`src/acf_pkg.sv`:
```
package acf_pkg;

    // ------------------------------------------------------------
    // Widths and flag positions
    // ------------------------------------------------------------
    localparam int DATA_W    = 8;
    localparam int FLAG_W    = 5;
    localparam int BIT_SEL_W = 3;

    localparam int POS_CARRY    = 0;
    localparam int POS_NIBBLE   = 1;
    localparam int POS_ZERO     = 2;
    localparam int POS_OVERFLOW = 3;
    localparam int POS_NEGATIVE = 4;

    // Flags power up unknown; this core still defines them
    localparam logic [FLAG_W-1:0] FLAGS_RESET  = 5'h00;
    localparam logic [DATA_W-1:0] DATA_RESET   = 8'h00;
    localparam logic [2:0]        UNUSED_BITS  = 3'h0;

    // ------------------------------------------------------------
    // Which flags each kind of operation may change
    // ------------------------------------------------------------
    localparam logic [FLAG_W-1:0] MASK_ALL   = 5'h1f;
    localparam logic [FLAG_W-1:0] MASK_LOGIC = 5'h14;
    localparam logic [FLAG_W-1:0] MASK_ZERO  = 5'h04;
    localparam logic [FLAG_W-1:0] MASK_ROT   = 5'h15;
    localparam logic [FLAG_W-1:0] MASK_NONE  = 5'h00;

    typedef enum logic [3:0] {
        ACF_ADD,
        ACF_SUB,
        ACF_AND,
        ACF_IOR,
        ACF_XOR,
        ACF_CLEAR,
        ACF_WORK_MOVE,
        ACF_FILE_MOVE,
        ACF_BIT_CLEAR,
        ACF_BIT_SET,
        ACF_SWAP,
        ACF_ROT_RIGHT,
        ACF_ROT_LEFT
    } acf_op_t;

endpackage : acf_pkg

```
`src/acf_alu_if.sv`:
```
`timescale 1ns/1ps
interface acf_alu_if;
    acf_pkg::acf_op_t                     op;
    logic [acf_pkg::BIT_SEL_W-1:0]        bit_sel;
    logic [acf_pkg::DATA_W-1:0]           file_opd;
    logic [acf_pkg::DATA_W-1:0]           work_opd;
    logic                                 carry_in;
    logic [acf_pkg::DATA_W-1:0]           result;
    logic [acf_pkg::FLAG_W-1:0]           flags_out;
    logic [acf_pkg::FLAG_W-1:0]           flag_mask;

    modport alu  (input op, bit_sel, file_opd, work_opd, carry_in,
                  output result, flags_out, flag_mask);
    modport core (output op, bit_sel, file_opd, work_opd, carry_in,
                  input result, flags_out, flag_mask);
endinterface : acf_alu_if

```
`src/acf_alu.sv`:
```
`timescale 1ns/1ps
module acf_alu (
    acf_alu_if.alu alu
);

    // ------------------------------------------------------------
    // Flag mask decode
    // ------------------------------------------------------------
    function automatic logic [acf_pkg::FLAG_W-1:0] flag_mask_of(input acf_pkg::acf_op_t op);
        unique case (op)
            acf_pkg::ACF_ADD,
            acf_pkg::ACF_SUB:       flag_mask_of = acf_pkg::MASK_ALL;
            acf_pkg::ACF_AND,
            acf_pkg::ACF_IOR,
            acf_pkg::ACF_XOR:       flag_mask_of = acf_pkg::MASK_LOGIC;
            acf_pkg::ACF_CLEAR:     flag_mask_of = acf_pkg::MASK_ZERO;
            acf_pkg::ACF_ROT_RIGHT,
            acf_pkg::ACF_ROT_LEFT:  flag_mask_of = acf_pkg::MASK_ROT;
            default:                flag_mask_of = acf_pkg::MASK_NONE;
        endcase
    endfunction : flag_mask_of

    logic [acf_pkg::DATA_W-1:0] addend;
    logic                       add_cin;
    logic [acf_pkg::DATA_W:0]   sum;
    logic [4:0]                 nib_sum;
    logic [acf_pkg::DATA_W-1:0] res;
    logic                       c_out;

    // ------------------------------------------------------------
    // Arithmetic
    // ------------------------------------------------------------
    always_comb begin
        addend  = (alu.op == acf_pkg::ACF_SUB) ? ~alu.work_opd : alu.work_opd;
        add_cin = (alu.op == acf_pkg::ACF_SUB);
        sum     = {1'b0, alu.file_opd} + {1'b0, addend} + {8'h00, add_cin};
        nib_sum = {1'b0, alu.file_opd[3:0]} + {1'b0, addend[3:0]} + {4'h0, add_cin};
        c_out   = sum[acf_pkg::DATA_W];
        res     = sum[acf_pkg::DATA_W-1:0];
        unique case (alu.op)
            acf_pkg::ACF_ADD,
            acf_pkg::ACF_SUB:       res = sum[acf_pkg::DATA_W-1:0];
            acf_pkg::ACF_AND:       res = alu.file_opd & alu.work_opd;
            acf_pkg::ACF_IOR:       res = alu.file_opd | alu.work_opd;
            acf_pkg::ACF_XOR:       res = alu.file_opd ^ alu.work_opd;
            acf_pkg::ACF_CLEAR:     res = acf_pkg::DATA_RESET;
            acf_pkg::ACF_WORK_MOVE: res = alu.work_opd;
            acf_pkg::ACF_FILE_MOVE: res = alu.file_opd;
            acf_pkg::ACF_BIT_CLEAR: begin
                res = alu.file_opd;
                res[alu.bit_sel] = 1'b0;
            end
            acf_pkg::ACF_BIT_SET: begin
                res = alu.file_opd;
                res[alu.bit_sel] = 1'b1;
            end
            acf_pkg::ACF_SWAP:      res = {alu.file_opd[3:0], alu.file_opd[7:4]};
            // rotate loads carry from source edge bit
            acf_pkg::ACF_ROT_RIGHT: begin
                res   = {alu.carry_in, alu.file_opd[7:1]};
                c_out = alu.file_opd[0];
            end
            acf_pkg::ACF_ROT_LEFT: begin
                res   = {alu.file_opd[6:0], alu.carry_in};
                c_out = alu.file_opd[7];
            end
            default:                res = sum[acf_pkg::DATA_W-1:0];
        endcase
    end

    // ------------------------------------------------------------
    // Flag outputs
    // ------------------------------------------------------------
    always_comb begin
        alu.result    = res;
        alu.flag_mask = flag_mask_of(alu.op);
        // carry out of the top bit, or for a rotate the bit shifted out
        alu.flags_out[acf_pkg::POS_CARRY]    = c_out;
        // carry out of the low nibble
        alu.flags_out[acf_pkg::POS_NIBBLE]   = nib_sum[4];
        alu.flags_out[acf_pkg::POS_ZERO]     = (res == acf_pkg::DATA_RESET);
        // signed overflow, same signs in, other sign out
        alu.flags_out[acf_pkg::POS_OVERFLOW] = (alu.file_opd[7] == addend[7])
                                               && (res[7] != alu.file_opd[7]);
        alu.flags_out[acf_pkg::POS_NEGATIVE] = res[7];
    end

endmodule : acf_alu

```
`src/acf_flag_reg.sv`:
```
`timescale 1ns/1ps
module acf_flag_reg (
    input  wire logic                          clk_sys,
    input  wire logic                          reset_n,
    input  wire logic                          op_valid,
    input  wire acf_pkg::acf_op_t              op_code,
    input  wire logic [acf_pkg::BIT_SEL_W-1:0] op_bit_sel,
    input  wire logic [acf_pkg::DATA_W-1:0]    op_file,
    input  wire logic [acf_pkg::DATA_W-1:0]    op_work,
    input  wire logic                          op_dest_flags,
    output logic [acf_pkg::DATA_W-1:0]         result_data,
    output logic                               result_write,
    output logic [acf_pkg::FLAG_W-1:0]         alu_condition_flags,
    output logic [acf_pkg::DATA_W-1:0]         flag_read_data
);

    acf_alu_if alu_bus ();

    logic [acf_pkg::FLAG_W-1:0] next_flags;
    logic [acf_pkg::DATA_W-1:0] next_result_data;
    logic                       next_result_write;
    logic [acf_pkg::DATA_W-1:0] next_read_data;
    logic [acf_pkg::DATA_W-1:0] flags_as_byte;

    // ------------------------------------------------------------
    // Operand steering
    // ------------------------------------------------------------
    assign flags_as_byte = {acf_pkg::UNUSED_BITS, alu_condition_flags};

    // flag register serves as source when it is destination
    assign alu_bus.file_opd = op_dest_flags ? flags_as_byte : op_file;
    assign alu_bus.work_opd = op_work;
    assign alu_bus.op       = op_code;
    assign alu_bus.bit_sel  = op_bit_sel;
    assign alu_bus.carry_in = alu_condition_flags[acf_pkg::POS_CARRY];

    acf_alu u_alu (
        .alu (alu_bus)
    );

    // ------------------------------------------------------------
    // Next state
    // ------------------------------------------------------------
    always_comb begin
        next_flags        = alu_condition_flags;
        next_result_data  = result_data;
        next_result_write = 1'b0;
        if (op_valid) begin
            if (op_dest_flags && (alu_bus.flag_mask != acf_pkg::MASK_NONE)) begin
                // result dropped, masked flags take the update
                // clear has only the zero flag in its mask
                next_flags = (alu_condition_flags & ~alu_bus.flag_mask)
                             | (alu_bus.flags_out & alu_bus.flag_mask);
            end else if (op_dest_flags) begin
                // flag-neutral ops write the register plainly
                next_flags = alu_bus.result[acf_pkg::FLAG_W-1:0];
            end else begin
                next_result_data  = alu_bus.result;
                next_result_write = 1'b1;
                // empty mask keeps flags for move, swap, bit ops
                next_flags = (alu_condition_flags & ~alu_bus.flag_mask)
                             | (alu_bus.flags_out & alu_bus.flag_mask);
            end
        end
        next_read_data = {acf_pkg::UNUSED_BITS, next_flags};
    end

    // ------------------------------------------------------------
    // Registers
    // ------------------------------------------------------------
    always_ff @(posedge clk_sys) begin
        if (!reset_n) begin
            alu_condition_flags <= acf_pkg::FLAGS_RESET;
            result_data         <= acf_pkg::DATA_RESET;
            result_write        <= 1'b0;
            flag_read_data      <= acf_pkg::DATA_RESET;
        end else begin
            alu_condition_flags <= next_flags;
            result_data         <= next_result_data;
            result_write        <= next_result_write;
            flag_read_data      <= next_read_data;
        end
    end

    logic [acf_pkg::DATA_W:0] chk_add_sum;
    logic [4:0]               chk_nib_sum;
    logic [acf_pkg::DATA_W:0] chk_sub_sum;
    logic                     chk_no_borrow;
    logic [4:0]               chk_sub_nib;
    assign chk_add_sum = {1'b0, op_file} + {1'b0, op_work};
    assign chk_nib_sum = {1'b0, op_file[3:0]} + {1'b0, op_work[3:0]};
    assign chk_sub_sum = {1'b0, op_file} + {1'b0, ~op_work} + 9'h001;
    assign chk_no_borrow = (op_file >= op_work);
    assign chk_sub_nib = {1'b0, op_file[3:0]} + {1'b0, ~op_work[3:0]} + 5'h01;
endmodule : acf_flag_reg

```
`config.mk`:
```
export PLATFORM = sky130hd
export DESIGN_NAME = acf_flag_reg
export DESIGN_NICKNAME = d
export VERILOG_FILES = /design/src/acf_pkg.sv /design/src/acf_alu_if.sv /design/src/acf_alu.sv /design/src/acf_flag_reg.sv
export SDC_FILE = /design/constraint.sdc
export NUM_CORES = 1
export LEC_CHECK = 0
export BUFFER_PORTS_ARGS = -buffer_cell sky130_fd_sc_hd__buf_2
export CAP_MARGIN = 30
export CORE_UTILIZATION = 30
export DETAILED_ROUTE_END_ITERATION = 10
export GPL_TIMING_DRIVEN = 0
export HOLD_SLACK_MARGIN = 0.06
export PLACE_DENSITY_LB_ADDON = 0.3
export SLEW_MARGIN = 5
export SYNTH_ARGS = -nofsm -noshare
export SYNTH_HDL_FRONTEND = slang
export SYNTH_SLANG_ARGS = --single-unit
export TNS_END_PERCENT = 5
```
`constraint.sdc`:
```
create_clock -name clk_sys -period 3.7 [get_ports clk_sys]
set_input_delay 0.74 -clock clk_sys [delete_from_list [all_inputs] [get_ports clk_sys]]
set_output_delay 0.74 -clock clk_sys [all_outputs]
set_load 0.03 [all_outputs]
```
==> results.txt, run 1 <==
----------------------------------------------------
[Yosys]
  Syn_area_per_cell ... 7.23 um2
  Synth Warn # ... 0
  Post-synth cell types ... 69
  Fraction of synthesized cell area taken by the top area cell type ... 0.117
  Register area share after synthesis ... 0.117
  Cells taking the most area after synthesis ... sky130_fd_sc_hd__dfxtp_1, sky130_fd_sc_hd__nand2_1, sky130_fd_sc_hd__o21ai_0
  Number of synthesized register bits ... 14
  Gate count after technology mapping ... between 300 and 400
  Post-Synthesis Cell Area ... 2390 um2
  Cell type with the largest total area after synthesis ... sky130_fd_sc_hd__dfxtp_1
  Number of enable flip-flop cells after synthesis ... 0
  Most common flop cell mapped by yosys ... sky130_fd_sc_hd__dfxtp_1
  Ys async rst share ... 0

[Timing]
  Worst Max-Slew Pin Slew ... 0.818 ns
  Final critical path time including I/O delays and setup ... around 3.6 ns
  Worst relative slew slack ... 0.453
  Pins Over Slew Limit ... 0
  Fin Clk Skew ... 0.00668 ns
  Max Clk Rate ... 275 MHz
  Number of hold violations in the final report ... 0
  RSZ-0062 raised after global routing ... yes
  Final Cycle Share ... 0.984
  Final setup violating endpoints ... 0
  Minimum setup slack in the final design ... 0.0605 ns

[Worst setup path]
  Critical path arrival ... roughly 3.8 ns
  Class of the most critical setup path ... in -> reg
  Worst setup EP type ... flip-flop
  Worst setup SP type ... primary input
  Start point of the critical path ... op_code[2]
  Maximum fanout encountered on the critical timing path ... 4
  R2r startpoint ... flag_read_data[0]
  Req. time, crit path ... 3.85 ns

[Power and ir drop]
  Proportion of power drawn by flip-flops and latches ... 0.239
  Worst voltage drop across the vdd grid ... 119 uV
  Power Internal ... about 0.41 mW
  Power per unit of standard cell area ... 240 nW/um2
  Relative contribution of combinational cells to total power ... 0.589
  Leakage power of the design ... 1.31 nW
  Sw Ratio ... 0.436
  Clock share of power ... 0.172
  Net Switching ... 0.315 mW

[Global routing]
  Global-route wire length before repair ... 13.9 mm
  Number of antenna violations at the first check in global routing ... 0
  Pin count of the biggest net entering global routing ... 13
  Via count of the first global-routing pass ... 2639
  Total grt overflow ... 0
  Global router's overall resource usage ... 0.210

[Outcome]
  Status ... finished clean

[Layout]
  Net total in the final layout ... 424
  Post-route non-filler standard cell count ... 489
  Area taken by flip-flops and latches ... 280 um2
  Core utilization of the finished layout ... 0.389
  Layout-stage area growth over the synthesis result ... 26.0%
  Most common library cell in the layout ignoring fill and taps ... sky130_fd_sc_hd__buf_2
  Multi-input gate area in the final layout ... 1990 um2
  Most frequent cells in the layout ... sky130_fd_sc_hd__buf_2, sky130_fd_sc_hd__nand2_1, sky130_fd_sc_hd__o21ai_0
  Diodes inserted ... 0
  Share of post-route cells with drive strength above 1 ... 0.271
  # fillers ... 803

[Placed design]
  # port buffers ... 40
  Hpwl dp ... 6.56 mm
  Minimum setup slack after placement ... -0.456 ns
  Weighted congestion at the end of routability-driven global placement ... 0.962
  Placed cell count ... ~470

[Clock network]
  Number of buffers created by CTS ... 3
  Maximum level of the CTS H-tree ... 1
  Hold buffer count at cts ... 0
  CTS tree ... yes
  Maximum root-to-sink buffer count ... 2
  CTS clock-pin slew for the worst setup and hold paths ... around 0.060 ns
  Clock latency on the worst-skew pair ... around 0.25 ns
  Root Buffer Master ... sky130_fd_sc_hd__clkbuf_8
  Number of clock sinks ... 14

[Routing]
  WL per Instance ... 17.8 um
  Via density ... about 6
  First-pass iteration count of the detailed router ... 5
  Starting DRT DRC Count ... 334
  Number of design rule violations left after detail routing ... 0
  Via count of the routed design ... between 2000 and 3000
  Post-route ant nets ... 0
  Final WL ... 8.73 mm

[Floorplan]
  Placeable core region ... 7730 um2
  Die Ht ... 91.2 um
  # IOs ... 49
  Initial standard-cell utilization of the core ... 0.309
  Die boundary width ... slightly above 90 um
  Die footprint ... between 8000 and 9000 um2
  Core Rows ... 32

[Min path]
  Worst min-delay path startpoint ... result_data[1]
  Hold Path Class ... reg -> reg

[Run]
  Max-capacitance violation count ... 0

----------------------------------------------------
==> final cells by class <==
type | instances | share of cell area
multi-input combinational | 272 | 0.660
inverter | 13 | 0.0162
clock buffer | 3 | 0.0137
buffer | 32 | 0.0666
sequential | 14 | 0.0932
timing repair buffer | 53 | 0.108
tap | 102 | 0.0424
==> cell usage after synthesis, drive strengths merged, types with 4 or more instances <==
library cell and count:
nand2 34, o21ai 24, a21oi 21, buf 20, nor2 19, dfxtp 14
clkbuf 13, inv 13, nor2b 11, xor2 9, mux2i 8, nand2b 8
a211oi 7, ha 7, o221ai 6, a21boi 5, a221o 5, nand3 5
nand3b 5, a31oi 4, and2 4, mux2 4, nor3 4, o21a 4
o22ai 4, or4b 4
==> routing by layer <==
metal | GRT usage | vias to the layer above | routed length, um
li1 | - | 1351 | -
met1 | 0.275 | 1318 | 3750
met2 | 0.347 | 152 | 4010
met3 | 0.0260 | 32 | 579
met4 | 0.0873 | 0 | 381
met5 | 0 | - | 0
==> sequential cells by signal, indices dropped and copies added, names as in the netlist <==
name	cells
result_write	1
result_data	8
flag_read_data	5
==> power by group through the flow <==
stage / registers, mW / logic [mW] / clock network, mW
2_1_floorplan: 0.191 / 0.253 / 0
3_3_place_gp: 0.174 / 0.374 / 0
3_5_place_dp: 0.175 / 0.376 / 0
4_1_cts: 0.173 / 0.408 / 0.128
5_1_grt: 0.175 / 0.458 / 0.135
6_report: 0.173 / 0.426 / 0.124
==> path summary, 6_finish.rpt <==
path,endpoint,slack (ns),cells after the start
worst max-delay path,flag_read_data[2],0.06,11
worst min-delay path,result_data[1],0.46,2
worst max register to register,flag_read_data[2],0.44,8
worst min register to register,result_data[1],0.46,2
==> critical path, cell delays in order <==
cell and delay, ns:
sky130_fd_sc_hd__buf_12 0.10, sky130_fd_sc_hd__nor4b_4 0.27, sky130_fd_sc_hd__buf_6 0.16, sky130_fd_sc_hd__xor2_4 0.19, sky130_fd_sc_hd__buf_6 0.12, sky130_fd_sc_hd__fa_1 0.42, sky130_fd_sc_hd__o211a_1 0.23, sky130_fd_sc_hd__a221o_1 0.32
sky130_fd_sc_hd__or4b_4 0.56, sky130_fd_sc_hd__or4b_4 0.49, sky130_fd_sc_hd__o41ai_2 0.20
==> kinds of logic (layout without fill, tap and decap cells) <==
family	count (synthesis)	after routing	share of synthesized area
DFF	14	14	0.117
other	1	3	0.00157
buffers and inverters	46	101	0.0996
adders and majority gates	8	8	0.0451
and+or+nand+nor	120	120	0.281
muxes	13	13	0.0650
AOI/OAI and AO/OA	116	116	0.346
xor gates and xnor gates	12	12	0.0440
==> through the flow <==
| step | total power [mW] | hold WS [ns] | setup TNS (ns) | area (um2) |
|---|---|---|---|---|
| after floorplan | 0.445 | 0.581 | 0 | 2410 |
| after global placement | 0.549 | 0.453 | -1.66 | 2740 |
| after detailed placement | 0.551 | 0.459 | -1.72 | 2740 |
| after CTS | 0.708 | 0.467 | -0.0506 | 2970 |
| after global routing | 0.768 | 0.483 | -0.0186 | 3010 |
| final | 0.723 | 0.464 | 0 | 3010 |
==> what timing repair did <==
| action | in CTS | in global routing |
|---|---|---|
| gates resized for setup | 22 | 7 |
| setup buffers | 10 | 1 |
| pin swaps | 12 | 2 |
| setup endpoints to repair | 3 | 3 |
(Power assumes the default switching activity.)
==> inputs of run 2 (changes only) <==
--- a/config.mk
+++ b/config.mk
@@ -8,10 +8,11 @@
 export BUFFER_PORTS_ARGS = -buffer_cell sky130_fd_sc_hd__buf_2
 export CAP_MARGIN = 30
 export CORE_UTILIZATION = 30
+export CTS_BUF_LIST = sky130_fd_sc_hd__clkbuf_8
 export DETAILED_ROUTE_END_ITERATION = 10
 export GPL_TIMING_DRIVEN = 0
 export HOLD_SLACK_MARGIN = 0.06
-export PLACE_DENSITY_LB_ADDON = 0.3
+export PLACE_DENSITY = 0.51
 export SLEW_MARGIN = 5
 export SYNTH_ARGS = -nofsm -noshare
 export SYNTH_HDL_FRONTEND = slang
==> run 2 against run 1 <==
Against the previous run:
- the run now ends with setup timing left
- register-to-register slack about the same
- final cell count down 1.6%
- power hardly changed
- wire length rose by 0.45%
- sequential cell count unchanged
- first-iteration DRC count down 30%
- combinational power down 5.6%
- worst setup slack worse by 0.098 ns
- clock skew fell by 0.0012 ns
- highest routed layer unchanged
- count of clock-buffer cells in the layout increased by 1
==> results.txt, run 2 (same netlist as run 1, synthesis figures left out) <==
----------------------------------------------------
[Outcome]
  Status ... finished with violations (was finished clean)
  Violations in the final reports ... setup timing

[Routing]
  Via count of the routed design ... 2774 (was 2853)
  Via density ... 5.77 (was 5.83)
  First-pass iteration count of the detailed router ... 5 (unchanged)
  Post-route ant nets ... 0 (unchanged)
  Starting DRT DRC Count ... 235 (was 334)
  Number of design rule violations left after detail routing ... 0 (unchanged)
  Final WL ... 8.77 mm (was 8.73 mm)
  WL per Instance ... 18.2 um (was 17.8 um)

[Clock network]
  Maximum level of the CTS H-tree ... 1 (unchanged)
  CTS clock-pin slew for the worst setup and hold paths ... 0.06 ns (about the same)
  Root Buffer Master ... sky130_fd_sc_hd__clkbuf_8 (unchanged)
  CTS tree ... yes (unchanged)
  Clock latency on the worst-skew pair ... 0.25 ns (about the same)
  Maximum root-to-sink buffer count ... 2 (unchanged)
  Number of buffers created by CTS ... 3 (unchanged)
  Hold buffer count at cts ... 0 (unchanged)
  Number of clock sinks ... 14 (unchanged)

[Placed design]
  Cell area reported after detailed placement ... 2740 um2 (unchanged)
  Placed cell count ... 474 (unchanged)
  # port buffers ... 40 (unchanged)
  Hpwl dp ... 6.84 mm (was 6.56 mm)
  Weighted congestion at the end of routability-driven global placement ... 0.974 (was 0.962)

[Timing]
  Worst Max-Slew Pin Slew ... 1.08 ns (was 0.818 ns)
  Pins Over Slew Limit ... 0 (unchanged)
  Worst relative slew slack ... 0.271 (was 0.453)
  Fin Clk Skew ... 0.00552 ns (was 0.00668 ns)
  Max Clk Rate ... 268 MHz (was 275 MHz)
  Number of hold violations in the final report ... 0 (unchanged)
  Final critical path time including I/O delays and setup ... 3.74 ns (was 3.64 ns)
  Final Cycle Share ... 1.01 (was 0.984)
  Final setup violating endpoints ... 1 (was 0)
  RSZ-0062 raised after global routing ... yes (unchanged)
  Minimum setup slack in the final design ... -0.0374 ns (was 0.0605 ns)

[Worst setup path]
  Crit path cell chain ... buf_2 > buf_2 > mux2i_2 > a21oi_1 > fa_1 > nand2b_1 > a221o_1 > or4b_1 > or4b_4 > o41ai_2 (was buf_12 > nor4b_4 > buf_6 > xor2_4 > buf_6 > fa_1 > o211a_1 > a221o_1 > or4b_4 > or4b_4 > o41ai_2)
  Delay of the slowest cell on the worst path ... 0.51 ns (was 0.56 ns)
  Critical Path Most Common Cell ... sky130_fd_sc_hd__buf_2
  Worst setup EP type ... flip-flop (unchanged)
  Class of the most critical setup path ... in -> reg (unchanged)
  Req. time, crit path ... 3.85 ns (about the same)
  Count of buffer and inverter cells on the critical path ... 2 (was 3)
  Critical path arrival ... 3.89 ns (was 3.79 ns)
  Worst setup SP type ... primary input (unchanged)
  Slowest cell on the critical path ... sky130_fd_sc_hd__or4b_1 (was sky130_fd_sc_hd__or4b_4)
  Maximum fanout encountered on the critical timing path ... 10 (was 4)
  Cell family with the largest share of critical-path delay ... simple AND/OR/NAND/NOR gates (unchanged)

[Global routing]
  Number of antenna violations at the first check in global routing ... 0 (unchanged)
  Total grt overflow ... 0 (unchanged)
  Via count of the first global-routing pass ... 2544 (was 2639)
  Global-route wire length before repair ... 13.5 mm (was 13.9 mm)
  Global router's overall resource usage ... 0.205 (was 0.210)
  Pin count of the biggest net entering global routing ... 14 (was 13)

[Layout]
  Diodes inserted ... 0 (unchanged)
  # fillers ... 863 (was 803)
  Largest regs ... result_data: 8 flops, flag_read_data: 5 flops, result_write: 1 flops (unchanged)
  Post-route design area ... 2860 um2 (was 3010 um2)
  Post-route non-filler standard cell count ... 481 (was 489)
  Net total in the final layout ... 415 (was 424)
  Flip-flop count of the largest register after layout ... 8 (unchanged)
  Register with the highest flop count ... result_data (unchanged)
  Share of post-route cells with drive strength above 1 ... 0.245 (was 0.271)
  Most common library cell in the layout ignoring fill and taps ... sky130_fd_sc_hd__buf_2 (unchanged)
  Layout-stage area growth over the synthesis result ... 19.9% (was 26.0%)
  Most frequent cells in the layout ... sky130_fd_sc_hd__buf_2, sky130_fd_sc_hd__nand2_1, sky130_fd_sc_hd__o21ai_0 (unchanged)

[Power and ir drop]
  Relative contribution of combinational cells to total power ... 0.556 (was 0.589)
  Sw Ratio ... 0.430 (was 0.436)
  Worst voltage drop across the vdd grid ... 116 uV (was 119 uV)
  Power Internal ... 0.413 mW (was 0.408 mW)
  Leakage power of the design ... 1.25 nW (was 1.31 nW)
  Proportion of power drawn by flip-flops and latches ... 0.238 (was 0.239)
  Power per unit of standard cell area ... 253 nW/um2 (was 240 nW/um2)
  Net Switching ... 0.311 mW (was 0.315 mW)
  Clock share of power ... 0.206 (was 0.172)

[Floorplan]
  # IOs ... 49 (unchanged)
  Placeable core region ... 7730 um2 (unchanged)
  Die footprint ... 8320 um2 (unchanged)
  Core Rows ... 32 (unchanged)
  Die Ht ... 91.2 um (unchanged)
  Initial standard-cell utilization of the core ... 0.309 (unchanged)
  Die boundary width ... 91.2 um (unchanged)

[Run]
  Max-capacitance violation count ... 0 (unchanged)

[Min path]
  Hold Path Class ... reg -> reg (unchanged)

----------------------------------------------------
-- run 2: timing repair --
action                                  CTS  global route
gates resized for setup                   6             5
endpoints found under the setup margin    3             4
pin swaps                                 6             2
hold endpoints to repair                  0             0
buffers inserted                          4             0
-- run 2: final timing paths --
kind	startpoint	endpoint	slack, ns	cells past startpoint
worst max register to register	flag_read_data[0]	flag_read_data[2]	0.45	8
worst min register to register	result_data[1]	result_data[1]	0.47	2
worst max-delay path	op_dest_flags	flag_read_data[2]	-0.04	10
worst min-delay path	result_data[1]	result_data[1]	0.47	2
-- run 2: layer usage --
| metal | wire length, um | vias to the layer above | GRT usage |
|---|---|---|---|
| met4 | 202 | 0 | 0.0556 |
| met5 | 0 | - | 0 |
| met1 | 4080 | 1333 | 0.282 |
| li1 | - | 1329 | - |
| met3 | 474 | 12 | 0.0335 |
| met2 | 4010 | 100 | 0.331 |
-- run 2: power groups by stage --
| stage | combinational (mW) | sequential [mW] | clock [mW] |
|---|---|---|---|
| CTS | 0.394 | 0.172 | 0.153 |
| finish | 0.402 | 0.172 | 0.149 |
| floorplan | 0.253 | 0.191 | 0 |
| global route | 0.434 | 0.174 | 0.161 |
| global placement | 0.382 | 0.174 | 0 |
| detailed placement | 0.382 | 0.175 | 0 |
-- run 2: cell type report --
cell class                 instances  area (um2)  area share
multi-input combinational        272        1930       0.675
timing repair buffer              44         233      0.0813
clock buffer                       4        55.1      0.0192
inverter                          13        48.8      0.0171
tap                              102         128      0.0446
sequential                        14         280      0.0979
buffer                            32         185      0.0647
-- run 2: metrics by stage --
step	utilization	hold WS, ns	setup slack (ns)	total power, mW	setup TNS [ns]
finish	0.370	0.467	-0.0374	0.724	-0.0374
global route	0.370	0.501	-0.195	0.768	-0.393
CTS	0.368	0.465	-0.0127	0.719	-0.0217
detailed placement	0.354	0.457	-0.474	0.557	-1.89
global placement	0.354	0.454	-0.520	0.556	-1.87
floorplan	-	0.581	0.00497	0.445	0
-- run 2: worst min-delay path: stages, from the launching register on --
cell	delay, ns
sky130_fd_sc_hd__dfxtp_1	0.30
sky130_fd_sc_hd__nand2_1	0.05
sky130_fd_sc_hd__a21boi_0	0.07
